File: config.mk
export PLATFORM = sky130hd
export DESIGN_NAME = cache_ctrl_status_rom_decode
export DESIGN_NICKNAME = d
export VERILOG_FILES = /design/src/cache_ctrl_pkg.sv /design/src/cache_ctrl_status_rom_decode.sv
export VERILOG_INCLUDE_DIRS = /design/src
export SDC_FILE = /design/constraint.sdc
export NUM_CORES = 1
export LEC_CHECK = 0
export ABC_CLOCK_PERIOD_IN_PS = 3640
export BUFFER_PORTS_ARGS = -buffer_cell sky130_fd_sc_hd__buf_2
export CORE_MARGIN = 1
export CORE_UTILIZATION = 35
export CTS_CLUSTER_DIAMETER = 50
export DETAILED_ROUTE_END_ITERATION = 16
export GPL_TIMING_DRIVEN = 1
export PLACE_DENSITY = 0.79
export SYNTH_ARGS = -nofsm -noshare
export SYNTH_HDL_FRONTEND = slang
export SYNTH_SLANG_ARGS = --single-unit
File: constraint.sdc
create_clock -name mclk -period 3.64 [get_ports mclk]
set_input_delay 0 -clock mclk [delete_from_list [all_inputs] [get_ports mclk]]
set_output_delay 0 -clock mclk [all_outputs]
set_load 0.01 [all_outputs]
File: src/cache_ctrl_defines.svh
// Offsets, field positions, reset values and address windows of the cache control block.
`ifndef CACHE_CTRL_DEFINES_SVH
`define CACHE_CTRL_DEFINES_SVH

// -----------------------------------------------------------------------------
// Register indices; the byte address is four times the index.
// -----------------------------------------------------------------------------
`define CC_CTRL_IDX 10'h0E2
`define CC_STAT_IDX 10'h0E3

// -----------------------------------------------------------------------------
// Control and status fields.
// -----------------------------------------------------------------------------
`define CC_CTRL_L1_BIT 7
`define CC_CTRL_L2FL_BIT 6
`define CC_CTRL_L2EN_BIT 5
`define CC_CTRL_RSV_MSB 4
`define CC_CTRL_RESET 8'h00
`define CC_STAT_TYPE_BIT 6
`define CC_STAT_L2P_HI 5
`define CC_STAT_L2P_LO 4
`define CC_STAT_L2PE_BIT 3
`define CC_STAT_PEA_BIT 1
`define CC_STAT_PEB_BIT 0
`define CC_PARITY_RESET 3'h7

// -----------------------------------------------------------------------------
// ROM windows.
// -----------------------------------------------------------------------------
`define CC_ROM_LOW_BASE 32'h000E0000
`define CC_ROM_LOW_LAST 32'h000FFFFF
`define CC_ROM_HIGH_BASE 32'hFFFE0000
`define CC_ROM_HIGH_LAST 32'hFFFFFFFF
`define CC_ROM_PAGE_MASK 32'hFFFFF000

`endif

File: src/cache_ctrl_pkg.sv
// Types shared by the cache control block and its bench.
package cache_ctrl_pkg;

  typedef struct packed {
    logic l1Enable;
    logic l1Flush;
    logic l2Flush;
    logic l2Enable;
  } cache_ctl_t;

  typedef struct packed {
    logic type2Fitted;
    logic l2Fitted;
    logic l2ParityEvent;
    logic bankAParityEvent;
    logic bankBParityEvent;
    logic parityClear;
  } status_in_t;

  typedef struct packed {
    logic [31:0] addr;
    logic boardMem;
    logic romEnable;
    logic romDecodeDisable;
  } mem_req_t;

  typedef struct packed {
    logic romSelect;
    logic ramSelect;
    logic cacheable;
  } mem_dec_t;

endpackage

File: src/cache_ctrl_status_rom_decode.sv
// Cache control and status registers with boot ROM window decode, APB slave.
`include "cache_ctrl_defines.svh"

module cache_ctrl_status_rom_decode #(
  parameter int ADDR_W = 12
) (
  // Clock, reset, enable.
  input wire logic mclk,
  input wire logic rst,
  input wire logic ce,
  // APB slave.
  input wire logic psel,
  input wire logic penable,
  input wire logic pwrite,
  input wire logic [ADDR_W-1:0] paddr,
  input wire logic [31:0] pwdata,
  input wire logic [3:0] pstrb,
  output logic [31:0] prdata,
  output logic pready,
  output logic pslverr,
  // Cache controls and board status.
  output cache_ctrl_pkg::cache_ctl_t cacheCtl,
  input wire cache_ctrl_pkg::status_in_t statusIn,
  // Memory decode.
  input wire cache_ctrl_pkg::mem_req_t memReq,
  output cache_ctrl_pkg::mem_dec_t memDec
);

  // ---------------------------------------------------------------------------
  // Address decode.
  // ---------------------------------------------------------------------------
  function automatic logic regHit(input logic [ADDR_W-1:0] a, input logic [9:0] idx);
    regHit = (a == ADDR_W'({idx, 2'b00}));
  endfunction

  function automatic logic inWindow(input logic [31:0] a, input logic [31:0] lo, input logic [31:0] hi);
    inWindow = (a >= lo) && (a <= hi);
  endfunction

  logic [7:0] ctrl;
  logic [2:0] parityN;
  logic hitCtrl;
  logic hitStat;
  logic setup;
  logic access;
  logic ctrlWrite;
  logic [7:0] statusByte;
  logic l1FlushQ;

  assign setup = ce && psel && !penable;
  assign access = ce && psel && penable;

  always_comb begin
    hitCtrl = 1'b0;
    hitStat = 1'b0;
    if (regHit(paddr, `CC_CTRL_IDX)) begin
      hitCtrl = 1'b1;
    end else if (regHit(paddr, `CC_STAT_IDX)) begin
      hitStat = 1'b1;
    end
  end

  // Zero-wait slave: every access completes in its first access cycle.
  assign pready = access;
  assign pslverr = access && !hitCtrl && !hitStat;
  assign ctrlWrite = access && pwrite && hitCtrl && pstrb[0];

  // ---------------------------------------------------------------------------
  // Cache control register.
  // ---------------------------------------------------------------------------
  // Reserved bits are stored so software reads back what it wrote.
  always_ff @(posedge mclk) begin
    if (rst) begin
      ctrl <= `CC_CTRL_RESET;
    end else if (ctrlWrite) begin
      ctrl <= pwdata[7:0];
    end
  end

  // The level 1 flush strobe comes from the write itself, so a write that
  // leaves bit 7 at zero does not flush again.
  always_ff @(posedge mclk) begin
    if (rst) begin
      l1FlushQ <= 1'b0;
    end else if (ce) begin
      l1FlushQ <= ctrlWrite && ctrl[`CC_CTRL_L1_BIT] && !pwdata[`CC_CTRL_L1_BIT];
    end
  end

  // Only bits 7..5 reach the cache controls; bits 4..0 are only read back.
  always_comb begin
    cacheCtl.l1Enable = ctrl[`CC_CTRL_L1_BIT];
    cacheCtl.l1Flush = l1FlushQ;
    cacheCtl.l2Flush = !ctrl[`CC_CTRL_L2FL_BIT];
    cacheCtl.l2Enable = ctrl[`CC_CTRL_L2FL_BIT] && !ctrl[`CC_CTRL_L2EN_BIT];
  end

  // ---------------------------------------------------------------------------
  // Parity latches, active low.
  // ---------------------------------------------------------------------------
  // An error arriving with the clear wins, so no error is lost to a clear; events are ignored while ce is low.
  always_ff @(posedge mclk) begin
    if (rst) begin
      parityN <= `CC_PARITY_RESET;
    end else if (ce) begin
      if (statusIn.l2ParityEvent) begin
        parityN[2] <= 1'b0;
      end else if (statusIn.parityClear) begin
        parityN[2] <= 1'b1;
      end
      if (statusIn.bankAParityEvent) begin
        parityN[1] <= 1'b0;
      end else if (statusIn.parityClear) begin
        parityN[1] <= 1'b1;
      end
      if (statusIn.bankBParityEvent) begin
        parityN[0] <= 1'b0;
      end else if (statusIn.parityClear) begin
        parityN[0] <= 1'b1;
      end
    end
  end

  always_comb begin
    statusByte = 8'h00;
    statusByte[`CC_STAT_TYPE_BIT] = statusIn.type2Fitted;
    statusByte[`CC_STAT_L2P_HI] = !statusIn.l2Fitted;
    statusByte[`CC_STAT_L2P_LO] = !statusIn.l2Fitted;
    statusByte[`CC_STAT_L2PE_BIT] = parityN[2];
    statusByte[`CC_STAT_PEA_BIT] = parityN[1];
    statusByte[`CC_STAT_PEB_BIT] = parityN[0];
  end

  // ---------------------------------------------------------------------------
  // Read data, captured in the setup cycle.
  // ---------------------------------------------------------------------------
  // Writes to the status location are accepted and dropped.
  always_ff @(posedge mclk) begin
    if (rst) begin
      prdata <= 32'h00000000;
    end else if (setup) begin
      if (hitCtrl) begin
        prdata <= {24'h000000, ctrl};
      end else if (hitStat) begin
        prdata <= {24'h000000, statusByte};
      end else begin
        prdata <= 32'h00000000;
      end
    end
  end

  // ---------------------------------------------------------------------------
  // ROM window decode, registered.
  // ---------------------------------------------------------------------------
  logic lowWin;
  logic highWin;
  logic firstPage;
  logic romHit;

  // The first 4KB of each window can be handed back to the system decode.
  always_comb begin
    lowWin = inWindow(memReq.addr, `CC_ROM_LOW_BASE, `CC_ROM_LOW_LAST);
    highWin = inWindow(memReq.addr, `CC_ROM_HIGH_BASE, `CC_ROM_HIGH_LAST);
    firstPage = ((memReq.addr & `CC_ROM_PAGE_MASK) == `CC_ROM_LOW_BASE) ||
                ((memReq.addr & `CC_ROM_PAGE_MASK) == `CC_ROM_HIGH_BASE);
    romHit = ((lowWin && memReq.romEnable) || highWin) &&
             !(firstPage && memReq.romDecodeDisable);
  end

  always_ff @(posedge mclk) begin
    if (rst) begin
      memDec <= '0;
    end else if (ce) begin
      memDec.romSelect <= romHit;
      memDec.ramSelect <= !romHit && memReq.boardMem;
      memDec.cacheable <= !romHit && memReq.boardMem;
    end
  end
endmodule

==> results of run 1 <==
==> logic make-up after synthesis <==
family          synth area share [%]
compound gates                  14.5
buf+inv                         17.6
flops                           32.1
mux                             8.77
other cells                    0.274
simple gates                    26.7
==> path summary, 6_finish.rpt <==
kind,slack (ns),depth (start not counted),end,startpoint
min,0.0003,3,ctrl[0],pwdata[0]
max reg2reg,2.77,2,prdata[7],ctrl[7]
min reg2reg,0.47,1,prdata[2],prdata[2]
max,2.54,5,prdata[5],paddr[11]
==> power groups by stage <==
stage               clock (uW)  sequential [uW]  combinational, uW
finish                     225              245               80.5
global route               240              246               90.2
CTS                        229              245               81.1
detailed placement           0              251               79.2
global placement             0              251               77.7
floorplan                    0              251               60.9
==> per-layer routing <==
| metal | GRT usage [%] | share of wire (%) |
|---|---|---|
| met1 | 16.3 | 47 |
| met2 | 24.3 | 47 |
| met3 | 2.29 | 5.9 |
| met4 | 5.00 | 0 |
| met5 | 0 | 0 |
==> area by class of cell <==
class                           instances  area [sq um]
Fill cell                             381          1980
Clock buffer                            3          41.3
Clock inverter                          1          30.0
Multi-Input combinational cell        110           774
Sequential cell                        22           440
Inverter                                2          7.51
Tap cell                               48          60.1
Timing Repair Buffer                   74           380
==> stage by stage <==
stage	util, %	instances	total power (uW)	hold slack, ns	cell area (sq um)
2_1_floorplan	-	166	312	0.155	1460
4_1_cts	46.7	260	555	0.00283	1730
6_report	46.7	260	551	0.000269	1730
3_3_place_gp	44.2	254	329	0.262	1640
5_1_grt	46.7	260	576	0.0129	1730
3_5_place_dp	44.2	254	330	0.276	1640
==> flip-flops by register name, indices dropped and copies added (netlist names) <==
name and flops:
memDec 2, ctrl 8, parityN 3, l1FlushQ 1, prdata 8
==> synth_stat cells (2+ instances only) <==
cell type / instances / area share [%]
nor3_1: 3 / 1.1
nand2_1: 2 / 0.55
dfxtp_1: 22 / 32
or2b_2: 2 / 1.3
nand2b_1: 17 / 7.8
inv_1: 2 / 0.55
a21oi_1: 7 / 2.6
or2_2: 3 / 1.4
nor3b_1: 3 / 1.6
nand4_1: 3 / 1.4
mux2i_1: 12 / 8.8
o21ai_0: 2 / 0.73
buf_4: 28 / 15
o2bb2ai_2: 7 / 7.7
nor4_1: 2 / 0.91
nor2_1: 5 / 1.4
clkbuf_1: 2 / 0.55
==> worst register-to-register path, cell delays in order (launching register included) <==
cell	delay (ns)
dfxtp_1	0.39
or2b_2	0.32
o2bb2ai_2	0.10
==> summary.txt, run 1 <==
Status -> finished, final reports clean
Clk pin slew, worst setup/hold paths -> 0.08 ns
Num rows -> 22
Largest net degree at the start of global routing -> 27
Int Power -> 428 uW
Gr ovfl total -> 0
CP Class -> in2reg
Worst path max stage delay -> 0.56 ns
Buffers and inverters on the worst path -> 1
Die W -> 64.6 um
FFs w/ async S/R, synth -> 0%
DR DRC count -> 0
Drt pass-1 iters -> 4
Max VDD drop -> 0.000132 V
# IOs -> 136
First-pass GRT wire length -> 4540 um
CTS tree -> built
Data required, critical path -> 3.83 ns
Clk sinks -> 22
GP Congestion -> 0.694
CTS Root Cell -> clkbuf_8
All-Layer GR Usage -> 13.7%
# diodes -> 0
Post_cts resized -> 0
Slew headroom -> 61.9%
Post-layout nets -> 308
Delay-heaviest family, CP -> simple AND/OR/NAND/NOR gates
Final hold violation count -> 0
Psw -> 123 uW
Max Cap Viol -> 0
Commonest non-fill, non-tap cells in the layout -> buf_2, conb_1, dfxtp_1, nand2b_1, mux2i_1
Clock share of power -> 40.8%
Initial DRC Count -> 30
Data arrival time of the critical path -> 1.30 ns
Commonest non-fill, non-tap cell in the layout -> buf_2
Seq/Total Area, Yosys -> 32.1%
Setup Fix Bufs, Post-CTS -> 0
Final setup fails -> 0
IO Port Bufs -> 72
Die height -> 64.6 um
Switch share -> 22.2%
Crit end category -> flip-flop
Area Overhead vs Synth -> 26.6%
Buffer depth of the longest clock path -> 2
Place WS -> 2.25 ns
Via count -> 1159
Total wire length -> 2690 um
Setup TNS -> 0 ns
Yosys Warn Count -> 0
#FFs+latches synth -> 22
Hold crit path type -> in2reg
Comb power frac -> 14.6%
FMAX -> 908 MHz
Worst setup SP type -> input port
Period utilisation layout -> 30.3%
Core Box Area -> 0.00372 sq mm
CTS H-Tree Depth -> 1
CP cell instances -> buf_2, nor4b_2, nand4_2, or4_4, o2bb2ai_2
Total die area -> 0.00417 sq mm
Vias in the first global route -> 1059
Unrepaired setup endpoints after global routing -> false
Worst Path Max Fanout -> 8
DP HPWL -> 2160 um
Final WS setup -> 2.54 ns
Sequential share of power -> 44.5%
Final ANT Viol Nets -> 0
Initial Utilization -> 36.9%
Minimum clock period -> 1.10 ns
CTS Buf Count -> 3
Mean post-synth cell area -> 9.58 sq um
Power Density -> 318 mW/mm^2
Share of cells above drive strength 1 -> 45.3%
Final slew viol count -> 0
Initial antenna violation count -> 0
Post-CTS Hold Fix Bufs -> 2
DR vias/cell -> 4.46
Netlist Area Pre-Place -> 0.00137 sq mm
Skew-Pair Late Insertion Delay -> 0.26 ns
Clk_skew -> 0.000778 ns
Post-DR wirelength/cell -> 10.3 um
Worst-margin pin slew -> 0.571 ns
Synth Instances -> 143
Worst path slowest cell -> or4_4
Yosys cell types -> 38
Leakage -> 0.000817 uW
Ys flop type -> dfxtp_1
Post-synth EDFFs -> 0
Power figures use the tool's default switching activity.
==> inputs of run 2 (changes only) <==
--- a/config.mk
+++ b/config.mk
@@ -6,14 +6,15 @@
 export SDC_FILE = /design/constraint.sdc
 export NUM_CORES = 1
 export LEC_CHECK = 0
-export ABC_CLOCK_PERIOD_IN_PS = 3640
+export ABC_AREA = 1
+export ABC_CLOCK_PERIOD_IN_PS = 900
 export BUFFER_PORTS_ARGS = -buffer_cell sky130_fd_sc_hd__buf_2
 export CORE_MARGIN = 1
-export CORE_UTILIZATION = 35
+export CORE_UTILIZATION = 32
 export CTS_CLUSTER_DIAMETER = 50
 export DETAILED_ROUTE_END_ITERATION = 16
 export GPL_TIMING_DRIVEN = 1
-export PLACE_DENSITY = 0.79
+export PLACE_DENSITY = 0.76
 export SYNTH_ARGS = -nofsm -noshare
 export SYNTH_HDL_FRONTEND = slang
 export SYNTH_SLANG_ARGS = --single-unit
==> constraint.sdc (replaced) <==
create_clock -name mclk -period 0.9 [get_ports mclk]
set_input_delay 0 -clock mclk [delete_from_list [all_inputs] [get_ports mclk]]
set_output_delay 0 -clock mclk [all_outputs]
set_load 0.01 [all_outputs]
==> run 2 against run 1 <==
  * Clock power grew to 3.1 times the previous value
  * Critical path depth is 2 higher
  * Routed wire length up 20%
  * Utilization fell by 0.98 points
  * Synthesized cell count up 55%
  * Largest cell class unchanged
  * Total power grew to 3.8 times the previous value
  * Highest routed layer is now met4
==> summary.txt, run 2 <==
Data required, critical path -> 0.90 ns (was 3.83 ns)
DP HPWL -> 2610 um (was 2160 um)
Power Density -> 1130 mW/mm^2 (was 318 mW/mm^2)
FMAX -> 1180 MHz
Commonest non-fill, non-tap cells in the layout -> buf_2, nand2_1, nor2_1, inv_1, conb_1 (was buf_2, conb_1, dfxtp_1, nand2b_1, mux2i_1)
Initial Utilization -> 33.8% (was 36.9%)
Sequential Area -> 442 sq um (was 440 sq um)
Yosys Warn Count -> 0 (unchanged)
Unrepaired setup endpoints after global routing -> true (was false)
FFs w/ async S/R, synth -> 0% (unchanged)
Via count -> 1449 (was 1159)
Total die area -> 0.00458 sq mm (was 0.00417 sq mm)
Switch share -> 25.2% (was 22.2%)
Period utilisation layout -> 93.8%
Int Power -> 1580 uW (was 428 uW)
First-pass GRT wire length -> 5110 um (was 4540 um)
GP Congestion -> 0.748 (was 0.694)
Data arrival time of the critical path -> 0.84 ns (was 1.30 ns)
Layout Cells excl Fill -> 352 (was 260)
Clock share of power -> 33.4% (was 40.8%)
# IOs -> 136 (unchanged)
Share of cells above drive strength 1 -> 30.5% (was 45.3%)
Total wire length -> 3220 um (was 2690 um)
Top-count cell post-synth -> nand2_1 (was buf_4)
CTS Buf Count -> 3 (unchanged)
Top flop regs -> ctrl: 8 flops, prdata: 8 flops, parityN: 3 flops (unchanged)
Synth Instances -> 221 (was 143)
Mean post-synth cell area -> 6.25 sq um (was 9.58 sq um)
Post-DR wirelength/cell -> 9.14 um (was 10.3 um)
Worst setup SP type -> input port (unchanged)
WHS -> 0.000308 ns (was 0.000269 ns)
Netlist Area Pre-Place -> 0.00138 sq mm (was 0.00137 sq mm)
Fillers -> 434 (was 381)
Die height -> 67.7 um (was 64.6 um)
DR vias/cell -> 4.12 (was 4.46)
Clk sinks -> 22 (unchanged)
Worst Path Max Fanout -> 3 (was 8)
Max VDD drop -> 0.000490 V (was 0.000132 V)
Dominant cells by area after synthesis -> dfxtp_1, buf_4, nand2_1 (was dfxtp_1, buf_4, mux2i_1)
Fin util -> 45.7% (was 46.7%)
#FFs+latches synth -> 22 (unchanged)
Die W -> 67.7 um (was 64.6 um)
Clk_skew -> 0.00260 ns (was 0.000778 ns)
Initial antenna violation count -> 0 (unchanged)
CTS Root Cell -> clkbuf_8 (unchanged)
Comb power frac -> 18.6% (was 14.6%)
Minimum clock period -> 0.844 ns
Crit end category -> primary output (was flip-flop)
Sequential share of power -> 48.0% (was 44.5%)
Core Box Area -> 0.00409 sq mm (was 0.00372 sq mm)
Leakage -> 0.00103 uW (was 0.000817 uW)
Final slew viol count -> 0 (unchanged)
Commonest non-fill, non-tap cell in the layout -> buf_2 (unchanged)
Post-synth top area cell -> dfxtp_1 (unchanged)
Ys flop type -> dfxtp_1 (unchanged)
DR DRC count -> 0 (unchanged)
Synth top area share -> 31.9% (was 32.1%)
# diodes -> 0 (unchanged)
Initial DRC Count -> 43 (was 30)
Hold crit path type -> in2reg (unchanged)
Placed cells -> 339 (was 254)
Setup Fix Bufs, Post-CTS -> 0 (unchanged)
CTS tree -> built (unchanged)
Num rows -> 23 (was 22)
Final setup fails -> 0 (unchanged)
Most frequent cells after synthesis -> nand2_1, nor2_1, inv_1 (was buf_4, dfxtp_1, nand2b_1)
All-Layer GR Usage -> 14.8% (was 13.7%)
Drt pass-1 iters -> 4 (unchanged)
Final hold violation count -> 0 (unchanged)
CTS H-Tree Depth -> 1 (unchanged)
Multi-input logic area -> 676 sq um (was 774 sq um)
IO Port Bufs -> 72 (unchanged)
Psw -> 531 uW (was 123 uW)
Final ANT Viol Nets -> 0 (unchanged)
Largest net degree at the start of global routing -> 17 (was 27)
Area Overhead vs Synth -> 35.1% (was 26.6%)
Gr ovfl total -> 0 (unchanged)
Max Cap Viol -> 0 (unchanged)
Skew-Pair Late Insertion Delay -> 0.26 ns (about the same)
Status -> finished, final reports clean (unchanged)
Buffer depth of the longest clock path -> 2 (unchanged)
Clk pin slew, worst setup/hold paths -> 0.08 ns (about the same)
Seq/Total Area, Yosys -> 31.9% (was 32.1%)
Yosys cell types -> 23 (was 38)
Post-synth EDFFs -> 0 (unchanged)
Vias in the first global route -> 1220 (was 1059)
CP Class -> in2out (was in2reg)
Post-layout nets -> 398 (was 308)
==> run 2: cell types whose count changed in the layout (fill, tap and decap cells not counted), sizes merged, moves of 7 or more <==
| cell | before | now |
|---|---|---|
| dlygate4sd3 | 2 | 9 |
| inv | 2 | 32 |
| mux2i | 12 | 0 |
| nand2 | 2 | 51 |
| nand2b | 17 | 0 |
| nand3 | 1 | 17 |
| nor2 | 7 | 41 |
| o21ai | 2 | 12 |
| o2bb2ai | 8 | 0 |
==> run 2: what timing repair did <==
item,CTS,global route
hold buffers,9,0
endpoints found under the setup margin,0,11
resized for setup,0,4
hold endpoints to repair,9,0
==> run 2: stage by stage <==
stage	setup WS [ns]	area [sq um]	total power, uW	setup TNS [ns]
after detailed placement	-0.187	1720	1400	-2.92
after global placement	-0.166	1720	1390	-2.59
final	0.0560	1870	2110	0
after CTS	0.00186	1860	2120	0
after global routing	-0.0272	1870	2240	-0.116
after floorplan	-0.0486	1480	1290	-0.389
==> run 2: kinds of logic (layout without fill, tap and decap cells) <==
| logic type | count (synthesis) | count (layout) | share of synthesized area [%] |
|---|---|---|---|
| DFF | 22 | 22 | 31.9 |
| buffers and inverters | 65 | 123 | 26.0 |
| other | 1 | 24 | 0.271 |
| AOI/OAI and AO/OA | 18 | 18 | 6.70 |
| and+or+nand+nor | 115 | 115 | 35.1 |
==> run 2: cell type report <==
type,count,share of cell area (%)
flip-flops and latches,22,23.7
multi-input cells,157,36.2
repair buffers,87,27.4
inverters,32,6.43
well taps,50,3.35
clock buffers,4,2.95
==> run 2: critical path, cell delays in order <==
cell	delay (ns)
buf_2	0.09
or2_1	0.22
nor2_2	0.09
nand2_2	0.08
nor2_4	0.15
a211oi_1	0.07
buf_2	0.14
==> run 2: path summary, 6_finish.rpt <==
path | start | to | slack, ns | cells after the start
setup / recovery | paddr[5] | pslverr | 0.06 | 7
hold / removal | pwdata[5] | ctrl[5] | 0.0003 | 3
setup reg to reg | parityN[0] | parityN[0] | 0.21 | 2
hold reg to reg | prdata[7] | prdata[7] | 0.47 | 2
==> run 2: power by group through the flow <==
stage	Combinational, uW	Clock, uW	Sequential [uW]
2_1_floorplan	251	0	1040
6_report	393	704	1010
5_1_grt	451	768	1020
3_3_place_gp	357	0	1040
4_1_cts	395	714	1010
3_5_place_dp	363	0	1040
==> run 2: per-layer routing <==
layer,global-route usage (%),vias up,share of wire [%],wire length [um]
met3,3.04,2,7.1,228
met5,0,-,0,0
met2,26.2,59,49,1560
met4,4.79,0,0.50,16
met1,17.4,607,44,1410
li1,-,781,-,-
==> inputs of run 3 (changes only) <==
--- a/config.mk
+++ b/config.mk
@@ -9,7 +9,7 @@
 export ABC_AREA = 1
 export ABC_CLOCK_PERIOD_IN_PS = 900
 export BUFFER_PORTS_ARGS = -buffer_cell sky130_fd_sc_hd__buf_2
-export CORE_MARGIN = 1
+export CORE_MARGIN = 10
 export CORE_UTILIZATION = 32
 export CTS_CLUSTER_DIAMETER = 50
 export DETAILED_ROUTE_END_ITERATION = 16
==> constraint.sdc (replaced) <==
create_clock -name mclk -period 0.9 [get_ports mclk]
set_input_delay 0.045 -clock mclk [delete_from_list [all_inputs] [get_ports mclk]]
set_output_delay 0.045 -clock mclk [all_outputs]
set_load 0.01 [all_outputs]
==> run 3 against run 2 <==
  * The flow now finishes with violations (negative setup slack)
  * Clock skew about the same
  * Total power decreased by 5.8%
  * Sequential power about the same
  * Sequential cell count unchanged
  * Register-to-register slack got worse by 0.05 ns
  * Non-clock buffer count decreased by 3
  * Combinational power decreased by 2%
  * Utilization increased by 0.55 points
  * Clock power decreased by 16%
  * Routed wire length increased by 31%
  * Die area increased by 60%
  * Critical path depth increased by 1
  * Critical path type unchanged
  * Largest power group unchanged
==> summary.txt, run 3 (same netlist as run 2, synthesis figures left out) <==
CTS Buf Count -> 3 (unchanged)
Total die area -> 0.00734 sq mm (was 0.00458 sq mm)
Die height -> 85.7 um (was 67.7 um)
GP Congestion -> 0.761 (was 0.748)
# diodes -> 0 (unchanged)
Unrepaired setup endpoints after global routing -> true (unchanged)
Final WS setup -> -0.0887 ns (was 0.0560 ns)
All-Layer GR Usage -> 10.8% (was 14.8%)
Placed cells -> 340 (was 339)
Period utilisation layout -> 110% (was 93.8%)
Post-DR wirelength/cell -> 12.1 um (was 9.14 um)
Post-CTS Hold Fix Bufs -> 0 (was 9)
Worst Path Max Fanout -> 5 (was 3)
Gr ovfl total -> 0 (unchanged)
Initial Utilization -> 33.8% (unchanged)
Clk_skew -> 0.00232 ns (was 0.00260 ns)
Post-layout nets -> 395 (was 398)
Layout Cells excl Fill -> 348 (was 352)
WHS -> 0.0193 ns (was 0.000308 ns)
CP Class -> in2out (unchanged)
Core Box Area -> 0.00409 sq mm (unchanged)
Final setup fails -> 3 (was 0)
Drt pass-1 iters -> 5 (was 4)
Skew-Pair Late Insertion Delay -> 0.25 ns (was 0.26 ns)
Vias in the first global route -> 1433 (was 1220)
Initial DRC Count -> 99 (was 43)
Leakage -> 0.00102 uW (was 0.00103 uW)
Largest net degree at the start of global routing -> 17 (unchanged)
Share of cells above drive strength 1 -> 38.3% (was 30.5%)
Top flop regs -> ctrl: 8 flops, prdata: 8 flops, parityN: 3 flops (unchanged)
DR DRC count -> 0 (unchanged)
Clk sinks -> 22 (unchanged)
Status -> finished, violations left (was finished, final reports clean)
CTS H-Tree Depth -> 1 (unchanged)
Clk pin slew, worst setup/hold paths -> 0.08 ns (about the same)
Final slew viol count -> 0 (unchanged)
Via count -> 1452 (was 1449)
Final ANT Viol Nets -> 0 (unchanged)
FMAX -> 1010 MHz (was 1180 MHz)
CTS Root Cell -> clkbuf_8 (unchanged)
Data arrival time of the critical path -> 0.94 ns (was 0.84 ns)
Worst setup SP type -> input port (unchanged)
Total Power -> 1990 uW (was 2110 uW)
Final hold violation count -> 0 (unchanged)
Worst Hold Path Cells -> 3 (unchanged)
DR vias/cell -> 4.17 (was 4.12)
# IOs -> 136 (unchanged)
Power Density -> 1050 mW/mm^2 (was 1130 mW/mm^2)
Total wire length -> 4210 um (was 3220 um)
Placement Cell Area -> 0.00172 sq mm (about the same)
Failing checks -> negative setup slack
Initial antenna violation count -> 0 (unchanged)
Max Cap Viol -> 0 (unchanged)
Num rows -> 23 (unchanged)
Buffer depth of the longest clock path -> 2 (unchanged)
Area Overhead vs Synth -> 36.8% (was 35.1%)
Minimum clock period -> 0.989 ns (was 0.844 ns)
Place WS -> -0.227 ns (was -0.187 ns)
IO Port Bufs -> 72 (unchanged)
First-pass GRT wire length -> 6670 um (was 5110 um)
Crit end category -> primary output (unchanged)
Die W -> 85.7 um (was 67.7 um)
Max VDD drop -> 0.000449 V (was 0.000490 V)
Hold crit path type -> in2reg (unchanged)
Final Instance Area -> 0.00189 sq mm (was 0.00187 sq mm)
Worst reg2reg path depth -> 5 (was 2)
CTS tree -> built (unchanged)
Data required, critical path -> 0.85 ns (was 0.90 ns)
DP HPWL -> 3480 um (was 2610 um)
Commonest non-fill, non-tap cell in the layout -> buf_2 (unchanged)
Commonest non-fill, non-tap cells in the layout -> buf_2, nand2_1, nor2_1, inv_1, conb_1 (unchanged)
## run 3: changes by cell type in the layout (fill, tap and decap cells not counted), sizes merged
cell	before	now
buf	78	84
clkbuf	4	3
dlygate4sd3	9	0
## run 3: power by group
group / switching, uW / internal [uW]
Clock: 291 / 298
Sequential: 14.5 / 999
Combinational: 212 / 175
Total: 518 / 1470
## run 3: per-stage QoR
stage / setup TNS, ns / util, %
4_1_cts: -0.449 / 44.3
5_1_grt: -0.797 / 46.2
3_3_place_gp: -3.47 / 42.2
2_1_floorplan: -1.04 / -
6_report: -0.140 / 46.2
3_5_place_dp: -3.82 / 42.2
## run 3: worst paths after layout
| path | start | end | slack (ns) |
|---|---|---|---|
| min reg2reg | l1FlushQ | l1FlushQ | 0.46 |
| min | pwdata[2] | ctrl[2] | 0.02 |
| max | paddr[5] | pslverr | -0.09 |
| max reg2reg | ctrl[6] | prdata[6] | 0.16 |
## run 3: layout make-up
type / count / area (sq um)
multi-input cells: 157 / 746
flip-flops and latches: 22 / 443
clock buffers: 3 / 41.3
fillers: 430 / 2200
inverters: 32 / 120
well taps: 50 / 62.6
repair buffers: 84 / 477
## run 3: what timing repair did
item / CTS / global route
resized for setup: 5 / 19
cloned: 0 / 0
endpoints found under the setup margin: 2 / 17
pin swaps: 1 / 6
endpoints found under the hold margin: 0 / 0
buffers inserted: 4 / 1
## run 3: routing by layer
metal	vias up	track usage [%]	part of all wire, %
li1	778	-	-
met1	606	10.7	37
met2	64	20.0	51
met3	4	5.01	11
met4	0	2.40	0.95
met5	-	0	0
## run 3: critical path, cell delays in order
cell and delay [ns]:
buf_6 0.09, or2_1 0.22, nor2_2 0.09, nand2_2 0.08, nor2_4 0.10, buf_6 0.12, a211oi_1 0.04, buf_2 0.15
